--- config.mk ---
export PLATFORM = sky130hd
export DESIGN_NAME = power_event_wake_control
export DESIGN_NICKNAME = d
export VERILOG_FILES = /design/src/pwr_wake_pkg.sv /design/src/unit_timer.sv /design/src/power_event_wake_control.sv
export SDC_FILE = /design/constraint.sdc
export NUM_CORES = 1
export LEC_CHECK = 0
export BUFFER_PORTS_ARGS = -buffer_cell sky130_fd_sc_hd__buf_2
export CAP_MARGIN = 20
export CORE_UTILIZATION = 60
export DETAILED_ROUTE_END_ITERATION = 12
export PLACE_DENSITY_LB_ADDON = 0.08
export SYNTH_ARGS = -nofsm -noshare
export SYNTH_HDL_FRONTEND = slang
export SYNTH_SLANG_ARGS = --single-unit
--- constraint.sdc ---
create_clock -name i_core_clk -period 7 [get_ports i_core_clk]
set_input_delay 0.35 -clock i_core_clk [delete_from_list [all_inputs] [get_ports i_core_clk]]
set_output_delay 0.35 -clock i_core_clk [all_outputs]
set_load 0.01 [all_outputs]
--- src/pwr_wake_pkg.sv ---
// shared constants for the power and wake event block
package pwr_wake_pkg;
    // ==========================================================
    // register offsets (byte addresses of 16-bit registers)
    localparam logic [7:0] ADDR_POWER_EVENT_CONTROL = 8'hD4;
    localparam logic [7:0] ADDR_SLEEP_WAKE_TIMING = 8'hD6;
    localparam logic [7:0] ADDR_PHY_BLOCK_RESET_CTRL = 8'hD8;
    // ==========================================================
    // power_event_control field positions
    localparam int OUT_DELAY_BIT = 14;
    localparam int POLARITY_BIT = 12;
    localparam int EVT_EN_HI = 11;
    localparam int EVT_EN_LO = 8;
    localparam int AUTO_WAKE_BIT = 7;
    localparam int WAKE_NORMAL_BIT = 6;
    localparam int STATUS_HI = 5;
    localparam int STATUS_LO = 2;
    localparam int MODE_HI = 1;
    localparam int MODE_LO = 0;
    localparam int RESERVED_RW_BIT = 13;
    // wake event status codes
    localparam logic [3:0] EVT_NONE = 4'h0;
    localparam logic [3:0] EVT_ENERGY = 4'h1;
    localparam logic [3:0] EVT_LINK_UP = 4'h2;
    localparam logic [3:0] EVT_REMOTE = 4'h4;
    localparam logic [3:0] EVT_FRAME = 4'h8;
    // power modes
    localparam logic [1:0] MODE_NORMAL = 2'h0;
    localparam logic [1:0] MODE_ENERGY_DETECT = 2'h1;
    localparam logic [1:0] MODE_POWER_SAVING = 2'h3;
    // ==========================================================
    // sleep_wake_timing fields and reset values; phy reset bit position
    localparam int WAKE_TIME_HI = 15;
    localparam int WAKE_TIME_LO = 8;
    localparam int SLEEP_TIME_HI = 7;
    localparam int SLEEP_TIME_LO = 0;
    localparam logic [7:0] WAKE_TIME_RESET = 8'h08;
    localparam logic [7:0] SLEEP_TIME_RESET = 8'h0C;
    localparam int PHY_RESET_BIT = 0;
    // ==========================================================
    // timing: 25 MHz reference enable tick, 1 ms base tick
    localparam int REF_CLK_KHZ = 25000;
    localparam int CORE_CLK_KHZ = 200000;
    localparam int MS_PER_TICK = 1;
    localparam int CYCLES_PER_MS = CORE_CLK_KHZ / 1000 * 1000 / 1000;
    localparam int REF_PER_MS = REF_CLK_KHZ * MS_PER_TICK;
    localparam int WAKE_UNIT_MS = 16;
    localparam int SLEEP_UNIT_MS = 1000;
    localparam int PHY_RESET_CYCLES = 4;
    localparam logic [1:0] CORE_PER_REF = 2'(CORE_CLK_KHZ / REF_CLK_KHZ / 4);
    // state of the energy detect substate
    typedef enum logic [0:0] {ST_LOW_POWER, ST_NORMAL_POWER} ed_state_type;
endpackage

--- src/unit_timer.sv ---
// unit-scaled interval timer that restarts whenever its condition drops
`timescale 1ns/10ps
`default_nettype none
module unit_timer #(
    parameter int UNIT_TICKS = 16
) (
    // clock and reset
    input wire logic i_core_clk,
    input wire logic i_rst,
    // control
    input wire logic i_tick,
    input wire logic i_cond,
    input wire logic [7:0] i_units,
    // result
    output logic o_expired
);
    logic [15:0] sub_q;
    logic [7:0] unit_q;

    // count base ticks into units while the condition holds; any gap restarts
    always_ff @(posedge i_core_clk or posedge i_rst) begin
        if (i_rst) begin
            sub_q <= 16'h0000;
            unit_q <= 8'h00;
            o_expired <= 1'b0;
        end else if (!i_cond) begin
            sub_q <= 16'h0000;
            unit_q <= 8'h00;
            o_expired <= 1'b0;
        end else if (i_tick && !o_expired) begin
            if (sub_q == 16'(UNIT_TICKS - 1)) begin
                sub_q <= 16'h0000;
                if (unit_q + 8'h01 >= i_units) begin
                    o_expired <= 1'b1;
                end else begin
                    unit_q <= unit_q + 8'h01;
                end
            end else begin
                sub_q <= sub_q + 16'h0001;
            end
        end
    end
endmodule // unit_timer
`default_nettype wire

--- src/power_event_wake_control.sv ---
// power mode, energy detect sleep/wake and wake event output control
// Operation
// - delay bit holds output until core ready
// - delay bit only counts with auto wake
// - polarity bit selects output active level
// - per-event enables gate the wake output
// - auto wake leaves low power after energy
// - wake-to-normal bit returns mode to normal
// - status field one-hot codes per event type
// - energy and link events flag interrupt bits
// - status clears only power-up or write-one
// - clearing status deasserts the wake output
// - mode field selects normal, detect, saving
// - wake-up time in 16 ms units, reset 8
// - go-sleep time in 1 s units, reset 12
// - phy reset bit pulses then self clears
`timescale 1ns/10ps
`default_nettype none
module power_event_wake_control #(
    parameter int REF_TICKS_PER_MS = pwr_wake_pkg::REF_PER_MS
) (
    // clock and resets
    input wire logic i_core_clk,
    input wire logic i_rst,
    input wire logic i_soft_rst,
    // register port
    input wire logic [7:0] i_reg_addr,
    input wire logic i_reg_wr,
    input wire logic i_reg_rd,
    input wire logic [1:0] i_reg_be,
    input wire logic [15:0] i_reg_wdata,
    output logic [15:0] o_reg_rdata,
    // wake event sources and clocks ready (pins or other domains)
    input wire logic i_energy,
    input wire logic i_link_up,
    input wire logic i_remote_wake,
    input wire logic i_wake_frame,
    input wire logic i_clocks_ready,
    // outputs
    output logic o_wake_event_output,
    output logic o_int_energy_set,
    output logic o_int_link_set,
    output logic o_low_power,
    output logic [1:0] o_power_mode,
    output logic o_phy_reset
);
    // ==========================================================
    // input synchronisers
    logic [4:0] sync1_q;
    logic [4:0] sync2_q;
    logic energy_s, link_s, remote_s, frame_s, ready_s;
    always_ff @(posedge i_core_clk or posedge i_rst) begin
        if (i_rst) begin
            sync1_q <= 5'h00;
            sync2_q <= 5'h00;
        end else begin
            sync1_q <= {i_clocks_ready, i_wake_frame, i_remote_wake, i_link_up, i_energy};
            sync2_q <= sync1_q;
        end
    end
    assign energy_s = sync2_q[0];
    assign link_s = sync2_q[1];
    assign remote_s = sync2_q[2];
    assign frame_s = sync2_q[3];
    assign ready_s = sync2_q[4];

    // ==========================================================
    // control registers
    logic out_delay_q, reserved_q, polarity_q, auto_wake_q, wake_normal_q;
    logic [3:0] evt_en_q;
    logic [1:0] mode_q;
    logic [7:0] wake_time_q, sleep_time_q;
    logic [3:0] status_q;
    logic sel_pec, sel_swt, sel_phy, wake_to_normal;
    assign sel_pec = i_reg_addr == pwr_wake_pkg::ADDR_POWER_EVENT_CONTROL;
    assign sel_swt = i_reg_addr == pwr_wake_pkg::ADDR_SLEEP_WAKE_TIMING;
    assign sel_phy = i_reg_addr == pwr_wake_pkg::ADDR_PHY_BLOCK_RESET_CTRL;

    // power_event_control writable fields; soft reset restores defaults
    always_ff @(posedge i_core_clk or posedge i_rst) begin
        if (i_rst) begin
            out_delay_q <= 1'b0;
            reserved_q <= 1'b0;
            polarity_q <= 1'b0;
            evt_en_q <= 4'h0;
            auto_wake_q <= 1'b0;
            wake_normal_q <= 1'b0;
            mode_q <= pwr_wake_pkg::MODE_NORMAL;
        end else if (i_soft_rst) begin
            out_delay_q <= 1'b0;
            reserved_q <= 1'b0;
            polarity_q <= 1'b0;
            evt_en_q <= 4'h0;
            auto_wake_q <= 1'b0;
            wake_normal_q <= 1'b0;
            mode_q <= pwr_wake_pkg::MODE_NORMAL;
        end else begin
            if (i_reg_wr && sel_pec && i_reg_be[1]) begin
                out_delay_q <= i_reg_wdata[pwr_wake_pkg::OUT_DELAY_BIT];
                reserved_q <= i_reg_wdata[pwr_wake_pkg::RESERVED_RW_BIT];
                polarity_q <= i_reg_wdata[pwr_wake_pkg::POLARITY_BIT];
                evt_en_q <= i_reg_wdata[pwr_wake_pkg::EVT_EN_HI:pwr_wake_pkg::EVT_EN_LO];
            end
            if (i_reg_wr && sel_pec && i_reg_be[0]) begin
                auto_wake_q <= i_reg_wdata[pwr_wake_pkg::AUTO_WAKE_BIT];
                wake_normal_q <= i_reg_wdata[pwr_wake_pkg::WAKE_NORMAL_BIT];
                mode_q <= i_reg_wdata[pwr_wake_pkg::MODE_HI:pwr_wake_pkg::MODE_LO];
            end else if (wake_to_normal) begin
                mode_q <= pwr_wake_pkg::MODE_NORMAL;
            end
        end
    end

    // sleep_wake_timing register
    always_ff @(posedge i_core_clk or posedge i_rst) begin
        if (i_rst) begin
            wake_time_q <= pwr_wake_pkg::WAKE_TIME_RESET;
            sleep_time_q <= pwr_wake_pkg::SLEEP_TIME_RESET;
        end else if (i_soft_rst) begin
            wake_time_q <= pwr_wake_pkg::WAKE_TIME_RESET;
            sleep_time_q <= pwr_wake_pkg::SLEEP_TIME_RESET;
        end else if (i_reg_wr && sel_swt) begin
            if (i_reg_be[1]) begin
                wake_time_q <= i_reg_wdata[pwr_wake_pkg::WAKE_TIME_HI:pwr_wake_pkg::WAKE_TIME_LO];
            end
            if (i_reg_be[0]) begin
                sleep_time_q <= i_reg_wdata[pwr_wake_pkg::SLEEP_TIME_HI:pwr_wake_pkg::SLEEP_TIME_LO];
            end
        end
    end

    // ==========================================================
    // 1 ms base tick from a divider on the core clock
    logic [17:0] div_q;
    logic ms_tick;
    localparam int DIV_CYCLES = REF_TICKS_PER_MS
        * (pwr_wake_pkg::CORE_CLK_KHZ / pwr_wake_pkg::REF_CLK_KHZ);
    assign ms_tick = div_q == 18'(DIV_CYCLES - 1);
    // divider counts core cycles: 8 core cycles per reference period
    always_ff @(posedge i_core_clk or posedge i_rst) begin
        if (i_rst) begin
            div_q <= 18'h00000;
        end else if (ms_tick) begin
            div_q <= 18'h00000;
        end else begin
            div_q <= div_q + 18'h00001;
        end
    end

    // ==========================================================
    // energy detect substates and timers
    pwr_wake_pkg::ed_state_type ed_q;
    logic in_ed, wake_done, sleep_done;
    assign in_ed = mode_q == pwr_wake_pkg::MODE_ENERGY_DETECT;

    unit_timer #(.UNIT_TICKS(pwr_wake_pkg::WAKE_UNIT_MS)) u_wake_timer (
        .i_core_clk(i_core_clk),
        .i_rst(i_rst),
        .i_tick(ms_tick),
        .i_cond(in_ed && ed_q == pwr_wake_pkg::ST_LOW_POWER && energy_s),
        .i_units(wake_time_q),
        .o_expired(wake_done)
    );
    unit_timer #(.UNIT_TICKS(pwr_wake_pkg::SLEEP_UNIT_MS)) u_sleep_timer (
        .i_core_clk(i_core_clk),
        .i_rst(i_rst),
        .i_tick(ms_tick),
        .i_cond(in_ed && ed_q == pwr_wake_pkg::ST_NORMAL_POWER && !energy_s),
        .i_units(sleep_time_q),
        .o_expired(sleep_done)
    );
    assign wake_to_normal = in_ed && wake_done && auto_wake_q && wake_normal_q;

    // low/normal power substate within energy detect mode
    always_ff @(posedge i_core_clk or posedge i_rst) begin
        if (i_rst) begin
            ed_q <= pwr_wake_pkg::ST_NORMAL_POWER;
        end else if (!in_ed) begin
            ed_q <= pwr_wake_pkg::ST_NORMAL_POWER;
        end else begin
            unique case (ed_q)
                pwr_wake_pkg::ST_NORMAL_POWER: begin
                    if (sleep_done) begin
                        ed_q <= pwr_wake_pkg::ST_LOW_POWER;
                    end
                end
                pwr_wake_pkg::ST_LOW_POWER: begin
                    if (wake_done && auto_wake_q) begin
                        ed_q <= pwr_wake_pkg::ST_NORMAL_POWER;
                    end
                end
            endcase
        end
    end
    assign o_low_power = (in_ed && ed_q == pwr_wake_pkg::ST_LOW_POWER)
        || mode_q == pwr_wake_pkg::MODE_POWER_SAVING;
    assign o_power_mode = mode_q;

    // ==========================================================
    // wake event status: only power-up reset or write-one clears
    logic link_d1_q, remote_d1_q, frame_d1_q, energy_d1_q;
    logic [3:0] evt_now, clr_mask;
    always_ff @(posedge i_core_clk or posedge i_rst) begin
        if (i_rst) begin
            energy_d1_q <= 1'b0;
            link_d1_q <= 1'b0;
            remote_d1_q <= 1'b0;
            frame_d1_q <= 1'b0;
        end else begin
            energy_d1_q <= energy_s;
            link_d1_q <= link_s;
            remote_d1_q <= remote_s;
            frame_d1_q <= frame_s;
        end
    end
    assign evt_now = ({4{energy_s && !energy_d1_q}} & pwr_wake_pkg::EVT_ENERGY)
        | ({4{link_s && !link_d1_q}} & pwr_wake_pkg::EVT_LINK_UP)
        | ({4{remote_s && !remote_d1_q}} & pwr_wake_pkg::EVT_REMOTE)
        | ({4{frame_s && !frame_d1_q}} & pwr_wake_pkg::EVT_FRAME);
    assign clr_mask = (i_reg_wr && sel_pec && i_reg_be[0])
        ? i_reg_wdata[pwr_wake_pkg::STATUS_HI:pwr_wake_pkg::STATUS_LO] : 4'h0;
    always_ff @(posedge i_core_clk or posedge i_rst) begin
        if (i_rst) begin
            status_q <= pwr_wake_pkg::EVT_NONE;
        end else begin
            status_q <= (status_q & ~clr_mask) | evt_now;
        end
    end
    // interrupt status set pulses for energy and link events
    always_ff @(posedge i_core_clk or posedge i_rst) begin
        if (i_rst) begin
            o_int_energy_set <= 1'b0;
            o_int_link_set <= 1'b0;
        end else begin
            o_int_energy_set <= |(evt_now & pwr_wake_pkg::EVT_ENERGY);
            o_int_link_set <= |(evt_now & pwr_wake_pkg::EVT_LINK_UP);
        end
    end

    // ==========================================================
    // wake event output with enable, delay and polarity
    logic assert_req, hold_off;
    assign assert_req = |(status_q & evt_en_q);
    assign hold_off = out_delay_q && auto_wake_q && !ready_s;
    always_ff @(posedge i_core_clk or posedge i_rst) begin
        if (i_rst) begin
            o_wake_event_output <= 1'b1;
        end else begin
            o_wake_event_output <= (assert_req && !hold_off) ~^ polarity_q;
        end
    end

    // ==========================================================
    // phy block reset pulse, self clearing
    logic [2:0] phy_cnt_q;
    always_ff @(posedge i_core_clk or posedge i_rst) begin
        if (i_rst) begin
            phy_cnt_q <= 3'h0;
        end else if (i_reg_wr && sel_phy && i_reg_be[0] && i_reg_wdata[pwr_wake_pkg::PHY_RESET_BIT]) begin
            phy_cnt_q <= 3'(pwr_wake_pkg::PHY_RESET_CYCLES);
        end else if (phy_cnt_q != 3'h0) begin
            phy_cnt_q <= phy_cnt_q - 3'h1;
        end
    end
    assign o_phy_reset = phy_cnt_q != 3'h0;

    // ==========================================================
    // read data, registered; unmapped registers and bit 15 read zero, reserved bit 13 reads back
    always_ff @(posedge i_core_clk or posedge i_rst) begin
        if (i_rst) begin
            o_reg_rdata <= 16'h0000;
        end else if (i_reg_rd) begin
            if (sel_pec) begin
                o_reg_rdata <= {1'b0, out_delay_q, reserved_q, polarity_q, evt_en_q,
                    auto_wake_q, wake_normal_q, status_q, mode_q};
            end else if (sel_swt) begin
                o_reg_rdata <= {wake_time_q, sleep_time_q};
            end else begin
                o_reg_rdata <= 16'h0000; // phy reset bit is write only
            end
        end
    end
endmodule // power_event_wake_control
`default_nettype wire

After elaboration in Yosys (flattened, before gate mapping)
Index checks and enable logic that the tools add are counted.

word-level totals
  register bits = 136
  bits of input ports = 36
  output and inout port bits = 23
  word-level logic and storage cells = 164

operators by class
  add/subtract/negate cells = 6
  magnitude comparators = 2
  equality and inequality tests = 16
  muxes and demuxes = 53
  bitwise logic cells = 9
  reduce and logical (&&, ||, !) cells = 49

operators by type and width
  operator                 number
  $mux W16                 8
  $mux W8                  14
  $add A16 B1 Y16 const B  2
  $eq A8 B8 Y1 const B     3
  $logic_and A1 B1 Y1      24
  $mux W1                  21
  $add A18 B1 Y18 const B  1
  $eq A18 B18 Y1 const B   1
  $mux W18                 1
  $add A8 B1 Y8 const B    2
  $eq A16 B10 Y1 const B   1
  $eq A16 B4 Y1 const B    1
  $ge A8 B8 Y1             2
  $ne A2 B2 Y1 const B     8
  $mux W4                  3
  $reduce_and A3 Y1        4
  $reduce_bool A2 Y1       6
  $logic_not A1 Y1         9
  $and A4 B4 Y4            2
  $mux W2                  3
  $mux W3                  2
  $reduce_bool A3 Y1       2
  $not A4 Y4               1
  $or A3 B4 Y4             1
  other kinds (12)         13

Logic depth before layout (Yosys ltp)
Gate-level depths: netlist of the first run.

  depth after elaboration = 7
  depth in mapped cells = 12
  depth with buffers taken out = 11

Hierarchy
A second synthesis of the first run with hierarchy kept.

second synthesis, totals
  cells, all modules = 648
  area, all modules = 6722.7 um2

modules (own cells, without submodules)
  module                      instances  cells an instance  area an instance (um2)  seq. area each (um2)
  power_event_wake_control    1          320                3668.5                  2158.3
  unit_timer (u_sleep_timer)  1          169                1571.5                  625.6
  unit_timer (u_wake_timer)   1          159                1482.7                  625.6

Least setup slack after synthesis of the first run
No wires, ideal clock.

  path type = register -> register
  start point = register u_wake_timer.unit_q[2]
  end point = register u_wake_timer.unit_q[2]
  setup time = 0.078 ns
  data arrival time = 2.610 ns
  data required time = 6.922 ns
  slack = 4.312 ns
  cell stages (with the launch flop) = 11
  buffers on the path = 0
  clock period less this slack = 2.688 ns
  cell sequence = dfrtp_1 > and3_1 > and3_1 > and3_1 > xnor2_1 > ha_1 > a41o_1 > a21oi_1 > o21ai_1 > or4_1 > a21oi_1

between the ends
  word-level cells in the longest chain between the ends = 5
  elaborated cells on any way between the ends = 8
  classes of those cells = add/sub (1); order compare (1); eq/ne (1); mux (4); reduce/logical (1)

ends and longest elaborated chain
  element                                               line                                source
  from (decl)                                           unit_timer.sv:18                    logic [7:0] unit_q;
  from (signal assigned)                                unit_timer.sv:36                    unit_q <= unit_q + 8'h01;
  $add A8 B1 Y8 *                                       unit_timer.sv:33, unit_timer.sv:36
  branches (longest 4 deep; another with $ge A8 B8 Y1)  n/a

Every way passes the cells marked *. The select of a mux whose other input is x is not followed.
A chain may end at the register's enable or synchronous reset.

Worst setup path in the final report of the first run
  start point = register u_wake_timer.unit_q[0]
  end point = register u_wake_timer.unit_q[2]

The elaborated chain is that of the path after synthesis.

==> flow_metrics.py, run 1 <==
metrics = {
    "status": {
        "status": "completed",
    },
    "sta": {
        "slew_violations": 0,
        "rsz0062_at_grt": "no",
        "relSlewSlack": 0.3031,
        "finalCritPeriodShare": 0.4293,
        "hold_viol": 0,
        "setup_tns_ns": 0,
        "fin_worst_skew_ns": 0.005373,
        "worst_slack_ns": 3.995,
        "setup_viol": 0,
        "min_period_ns": 3.005,
        "fmax_mhz": 332.8,
        "tightestPinTransition_ns": 1.038,
    },
    "pwr": {
        "leakage_nw": 3.488,
        "p_comb_frac": 0.053,
        "peakVddDrop_mv": 0.1899,
        "power_density_nw_per_um2": 230.2,
        "power.share.clock": 0.499,
        "internal_power_mw": 1.440,
        "power_switching_mw": 0.3870,
        "p_sw_frac": 0.2118,
        "seq_power_share": 0.448,
    },
    "floorplan": {
        "coreArea_um2": 11030,
        "io-pin-count": 59,
        "rows": 38,
        "fp.dieH_um": 109.4,
        "die-area_um2": 11970,
        "die_x_um": 109.4,
        "start_util": 0.6275,
    },
    "placed_design": {
        "dp_slack_ns": 4.072,
        "gp_congestion": 0.8747,
        "hpwlAfterDp_um": 10570,
        "port_buffers": 58,
    },
    "global_routing": {
        "grt_max_degree": 75,
        "grt_overflow_total": 0,
        "grt_use_total": 0.2825,
        "first_global_vias": 5389,
        "grt_pass1_wl_um": 25900,
        "grt_antenna_before_repair": 0,
    },
    "drt": {
        "detail_route.iter0.violations": 442,
        "via_count": 5606,
        "detail_route.first_pass.iterations": 5,
        "ant_nets": 0,
        "route.detailed.drc": 0,
        "routed_via_density": 6.188,
        "drt_wl_total_um": 15540,
        "wl_per_cell_um": 17.15,
    },
    "synth": {
        "synth_top_cell_by_area": "dfrtp_1",
        "yosys_warnings": 0,
        "synth_area_um2": 6922,
        "ys_seq_area_frac": 0.4926,
        "synthCells": 695,
        "synth.most_common_cell": "dfrtp_1",
        "yosys-top-cells-area": "dfrtp_1, ha_1, a21oi_1",
        "synth_nets": 754,
        "synth_edf_count": 0,
        "syn_area_per_cell_um2": 9.959,
        "ys.flop_type": "dfrtp_1",
        "ys_types": 62,
        "synth_top_area_share": 0.4736,
        "ys_async_sr_fraction": 1.000,
        "synth_top_cells_by_count": "dfrtp_1, nor2_1, a21oi_1",
        "synth-seq-cells": 136,
    },
    "worst_setup_path": {
        "critPathKind": "flip-flop to flip-flop",
        "startpoint_type": "flip-flop",
        "max_stage_delay_ns": 0.55,
        "end_kind": "flip-flop",
        "critPathLaunch": "u_wake_timer.unit_q[0]",
        "path_cells": "ha_1, and3_1, and3_1, xor2_1, ha_1, a41o_1, a21oi_1, o21ai_1, or4_1, a21oi_1",
        "path_max_fanout": 10,
        "reg2reg_from": "u_wake_timer.unit_q[0]",
        "crit_path_top_delay_cell": "or4_1",
        "cp.arrival_ns": 3.35,
        "critPathBufInv": 0,
        "critPathTopFamily": "simple AND/OR/NAND/NOR gates",
        "crit_required_ns": 7.34,
    },
    "cells_and_area": {
        "finalNetCount": 812,
        "nFillCells": 825,
        "area_growth_syn_to_layout_pct": 14.68,
        "layout-drive-gt1-share": 0.1540,
        "multi_input_area_um2": 3286,
        "seqCellArea_um2": 3410,
        "n_antenna_cell": 0,
    },
    "clock_tree": {
        "cts_root_buf": "clkbuf_16",
        "numCtsBuffers": 17,
        "clk_latency_ns": 0.42,
        "post_cts_resized": 0,
        "cts_tree": "built",
        "cts.path.max_buffers": 2,
        "h-tree-depth": 4,
        "holdBufCountCts": 0,
        "numClockSinks": 136,
        "post_cts.repair.setup_buffers": 0,
        "clk_pin_slew_ns": 0.05,
    },
    "run": {
        "maxCapViolCount": 0,
    },
    "worst_hold_path": {
        "hold_path.class": "input pin to flip-flop",
        "worstHoldStart": "i_clocks_ready",
    },
}
==> worst paths after layout <==
| check | end | slack [ns] | depth (start not counted) |
|---|---|---|---|
| max | u_wake_timer.unit_q[2] | 3.99 | 10 |
| min | sync1_q[4] | 0.04 | 1 |
| max reg2reg | u_wake_timer.unit_q[2] | 3.99 | 10 |
| min reg2reg | sync2_q[1] | 0.35 | 0 |
| max in group asynchronous | u_sleep_timer.unit_q[5] | 5.53 | 3 |
| min in group asynchronous | sync2_q[1] | 0.07 | 2 |
==> state kept, by name, indices dropped and copies added, names as in the netlist, 8 cells and up <==
name and flops:
wake_time_q 8, u_wake_timer.unit_q 8, o_reg_rdata 16, sleep_time_q 8, u_sleep_timer.sub_q 16, div_q 18, u_wake_timer.sub_q 16, u_sleep_timer.unit_q 8
==> placed cells by master (no fill, tap or decap), types with 7 or more instances in the layout <==
| cell | instances |
|---|---|
| a211o_1 | 7 |
| a21o_1 | 7 |
| a21oi_1 | 51 |
| a22oi_1 | 17 |
| and3_1 | 22 |
| buf_2 | 58 |
| clkbuf_16 | 17 |
| dfrtp_1 | 131 |
| ha_1 | 23 |
| inv_1 | 33 |
| mux2i_1 | 22 |
| nand2_1 | 44 |
| nand3_1 | 28 |
| nand4_1 | 17 |
| nor2_1 | 64 |
| nor2b_1 | 7 |
| nor3_1 | 13 |
| o21ai_0 | 39 |
| o31ai_1 | 13 |
| or4_1 | 14 |
| xnor2_1 | 17 |
| xor2_1 | 10 |
==> cell families (layout without fill, tap and decap cells) <==
kind of cell | Yosys count | after routing | synth area share
simple gates | 259 | 259 | 0.2111
compound gates | 169 | 169 | 0.1544
flops | 136 | 136 | 0.4926
buf+inv | 58 | 129 | 0.03272
xor+xnor | 27 | 27 | 0.03416
fa+ha+maj | 23 | 23 | 0.04158
mux | 23 | 23 | 0.03344
==> cell type report <==
class	instances	area share
inverter	34	0.01639
clock buffer	24	0.06195
tap	140	0.02207
multi-input combinational	501	0.4139
timing repair buffer	63	0.04130
sequential	136	0.4295
clock inverter	8	0.01482
==> layer usage <==
metal / GRT usage / vias to the layer above / routed length, um
li1: - / 2667 / -
met1: 0.3705 / 2765 / 6994
met2: 0.4672 / 164 / 7640
met3: 0.06046 / 10 / 763
met4: 0.09429 / 0 / 140
met5: 0 / - / 0
==> metrics by stage <==
step                utilization  cells  instance area, um^2  total power, mW  hold slack (ns)
floorplan                     -    695                 6922           0.8896           0.3312
global placement         0.6644    874                 7328           0.9220           0.3324
detailed placement       0.6644    874                 7328           0.9300           0.3355
CTS                      0.7196    906                 7938            1.841          0.02424
global route             0.7196    906                 7938            1.888          0.02099
finish                   0.7196    906                 7938            1.827          0.03649
==> power groups by stage <==
stage | combinational, mW | sequential [mW] | clock [mW]
finish | 0.0963 | 0.819 | 0.912
global route | 0.109 | 0.821 | 0.958
CTS | 0.0982 | 0.819 | 0.924
detailed placement | 0.0977 | 0.832 | 0
global placement | 0.0915 | 0.831 | 0
floorplan | 0.0572 | 0.832 | 0
(Power assumes the default switching activity.)
==> inputs of run 2 (changes only) <==
Settings changed: CORE_UTILIZATION 60 to 54.
Clock period 7 ns to 2.76 ns, I/O delays scaled along.
==> run 2 against run 1 <==
Critical path type unchanged. Setup slack worse by 4.0 ns. Design area grew 8.8%. Utilization shrank 1.5 points. Clock skew increased by 0.0023 ns. Fmax increased by 9.4%. Critical path depth up 2. Highest routed layer unchanged. Routed wire length is 6.9% higher.
==> flow_metrics.py, run 2 (synthesis results as in run 1) <==
metrics = {
    "cells_and_area": {
        "final_cell_mix": "dfrtp_1, nor2_1, buf_2",
        "seqCellArea_um2": 3410,
        "largest_reg_flops": 18,
        "regMostFlops": "div_q",
        "area_growth_syn_to_layout_pct": 24.80,
        "layout-drive-gt1-share": 0.2175,
        "n_antenna_cell": 0,
        "multi_input_area_um2": 3418,
        "finalNetCount": 869,
        "layout_commonest_cell": "dfrtp_1",
        "nFillCells": 940,
        "fin_cells": 991,
    },
    "worst_setup_path": {
        "critPathTopFamily": "simple AND/OR/NAND/NOR gates",
        "critPathKind": "flip-flop to flip-flop",
        "cp.arrival_ns": 3.09,
        "path_max_fanout": 6,
        "path_cells": "ha_4, nand3_1, inv_1, nand3_2, xnor2_2, ha_4, o21a_1, a21oi_2, o31ai_2, buf_4, or4_1, a21oi_1",
        "max_stage_delay_ns": 0.50,
        "startpoint_type": "flip-flop",
        "end_kind": "flip-flop",
        "crit_path_top_delay_cell": "or4_1",
        "crit_required_ns": 3.11,
        "crit_top_cell": "ha_4",
        "critPathBufInv": 2,
    },
    "floorplan": {
        "io-pin-count": 59,
        "die-area_um2": 13270,
        "start_util": 0.5645,
        "die_x_um": 115.2,
        "coreArea_um2": 12260,
        "fp.dieH_um": 115.2,
        "rows": 40,
    },
    "clock_tree": {
        "cts_tree": "built",
        "cts.path.max_buffers": 2,
        "clk_latency_ns": 0.42,
        "numClockSinks": 136,
        "cts_root_buf": "clkbuf_16",
        "h-tree-depth": 4,
        "numCtsBuffers": 17,
        "clk_pin_slew_ns": 0.06,
    },
    "drt": {
        "drt_wl_total_um": 16610,
        "dr_wl_met2_um": 8258,
        "wl_per_cell_um": 16.76,
        "routed_via_density": 5.900,
        "detail_route.iter0.violations": 455,
        "detail_route.first_pass.iterations": 5,
        "via_count": 5847,
        "ant_nets": 0,
        "highest_layer": "met4",
        "route.detailed.drc": 0,
        "route.met3.wl_um": 819,
        "drt-met1-wl_um": 7307,
    },
    "sta": {
        "fmax_mhz": 364.0,
        "fin_worst_skew_ns": 0.007628,
        "min_period_ns": 2.747,
        "setup_viol": 0,
        "finalCritPeriodShare": 0.9954,
        "hold_viol": 0,
        "relSlewSlack": 0.5199,
        "worst_slack_ns": 0.01272,
        "slew_violations": 0,
        "fin_hold_ws_ns": 0.1258,
        "tightestPinTransition_ns": 0.7201,
    },
    "placed_design": {
        "gp_congestion": 0.8666,
        "hpwlAfterDp_um": 11110,
        "port_buffers": 58,
        "dp_slack_ns": -0.05121,
        "dp.cells": 924,
    },
    "worst_hold_path": {
        "hold_path.class": "input pin to flip-flop",
    },
    "global_routing": {
        "grt_max_degree": 62,
        "grt_antenna_before_repair": 0,
        "grt_use_total": 0.2586,
        "first_global_vias": 5466,
        "grt_pass1_wl_um": 26630,
        "grt_overflow_total": 0,
    },
    "pwr": {
        "leakage_nw": 3.800,
        "power_density_nw_per_um2": 553.9,
        "p_total_mw": 4.785,
        "peakVddDrop_mv": 0.5340,
    },
    "status": {
        "status": "completed",
    },
    "run": {
        "maxCapViolCount": 0,
    },
}
run 2: cell types whose count changed in the layout (fill, tap and decap cells not counted), moves of 6 or more:
cell           delta
dlygate4sd3_1    +22
buf_4            +32
a21oi_2           +6
a21oi_1           -6
run 2: path summary, 6_finish.rpt:
kind / from / end / slack, ns / depth (start not counted)
worst min-delay path: i_reg_be[0] / phy_cnt_q[0] / 0.13 / 4
worst max register to register: u_sleep_timer.unit_q[1] / u_sleep_timer.unit_q[3] / 0.01 / 12
min in group asynchronous: i_rst / sync1_q[1] / 0.16 / 3
max in group asynchronous: i_rst / sleep_time_q[3] / 1.91 / 4
worst max-delay path: u_sleep_timer.unit_q[1] / u_sleep_timer.unit_q[3] / 0.01 / 12
worst min register to register: sync1_q[2] / sync2_q[2] / 0.35 / 0
run 2: per-layer routing:
| metal | global-route usage | vias to the layer above |
|---|---|---|
| met1 | 0.3338 | 2860 |
| met2 | 0.4365 | 183 |
| met3 | 0.05588 | 18 |
| met5 | 0 | - |
| met4 | 0.07879 | 0 |
| li1 | - | 2786 |
run 2: per-stage QoR:
step / area, um^2 / utilization / TNS [ns]
2_1_floorplan: 6925 / - / 0
3_3_place_gp: 7542 / 0.6151 / 0
3_5_place_dp: 7542 / 0.6151 / -0.1010
4_1_cts: 8424 / 0.6870 / 0
5_1_grt: 8638 / 0.7045 / -0.9440
6_report: 8638 / 0.7045 / 0
run 2: timing repair:
item                                    CTS  global route
hold buffers                             22             0
gates resized for setup                   3            26
hold endpoints to repair                158             0
gates cloned                              0             1
pin swaps                                 0            11
setup buffers                             1            10
endpoints found under the setup margin    8             9
run 2: worst reg2reg max path, stage by stage (launching register included):
cell	delay, ns
dfrtp_1	0.42
ha_4	0.17
nand3_1	0.10
inv_1	0.10
nand3_2	0.13
xnor2_2	0.23
ha_4	0.23
o21a_1	0.18
a21oi_2	0.18
o31ai_2	0.12
buf_4	0.17
or4_1	0.50
a21oi_1	0.15
run 2: layout make-up:
cell class / instances / share of cell area
clock buffers: 19 / 0.05243
clock inverters: 13 / 0.02216
inverters: 34 / 0.01521
multi-input cells: 501 / 0.3957
flip-flops and latches: 136 / 0.3947
well taps: 168 / 0.02433
repair buffers: 120 / 0.09545
run 2: power breakdown:
part | leakage (nW) | total (mW) | internal (mW) | switching (mW)
combinational | 1.71 | 0.271 | 0.119 | 0.152
sequential | 1.78 | 2.07 | 2.05 | 0.0270
clock | 0.307 | 2.44 | 1.57 | 0.872
total | 3.80 | 4.78 | 3.73 | 1.05
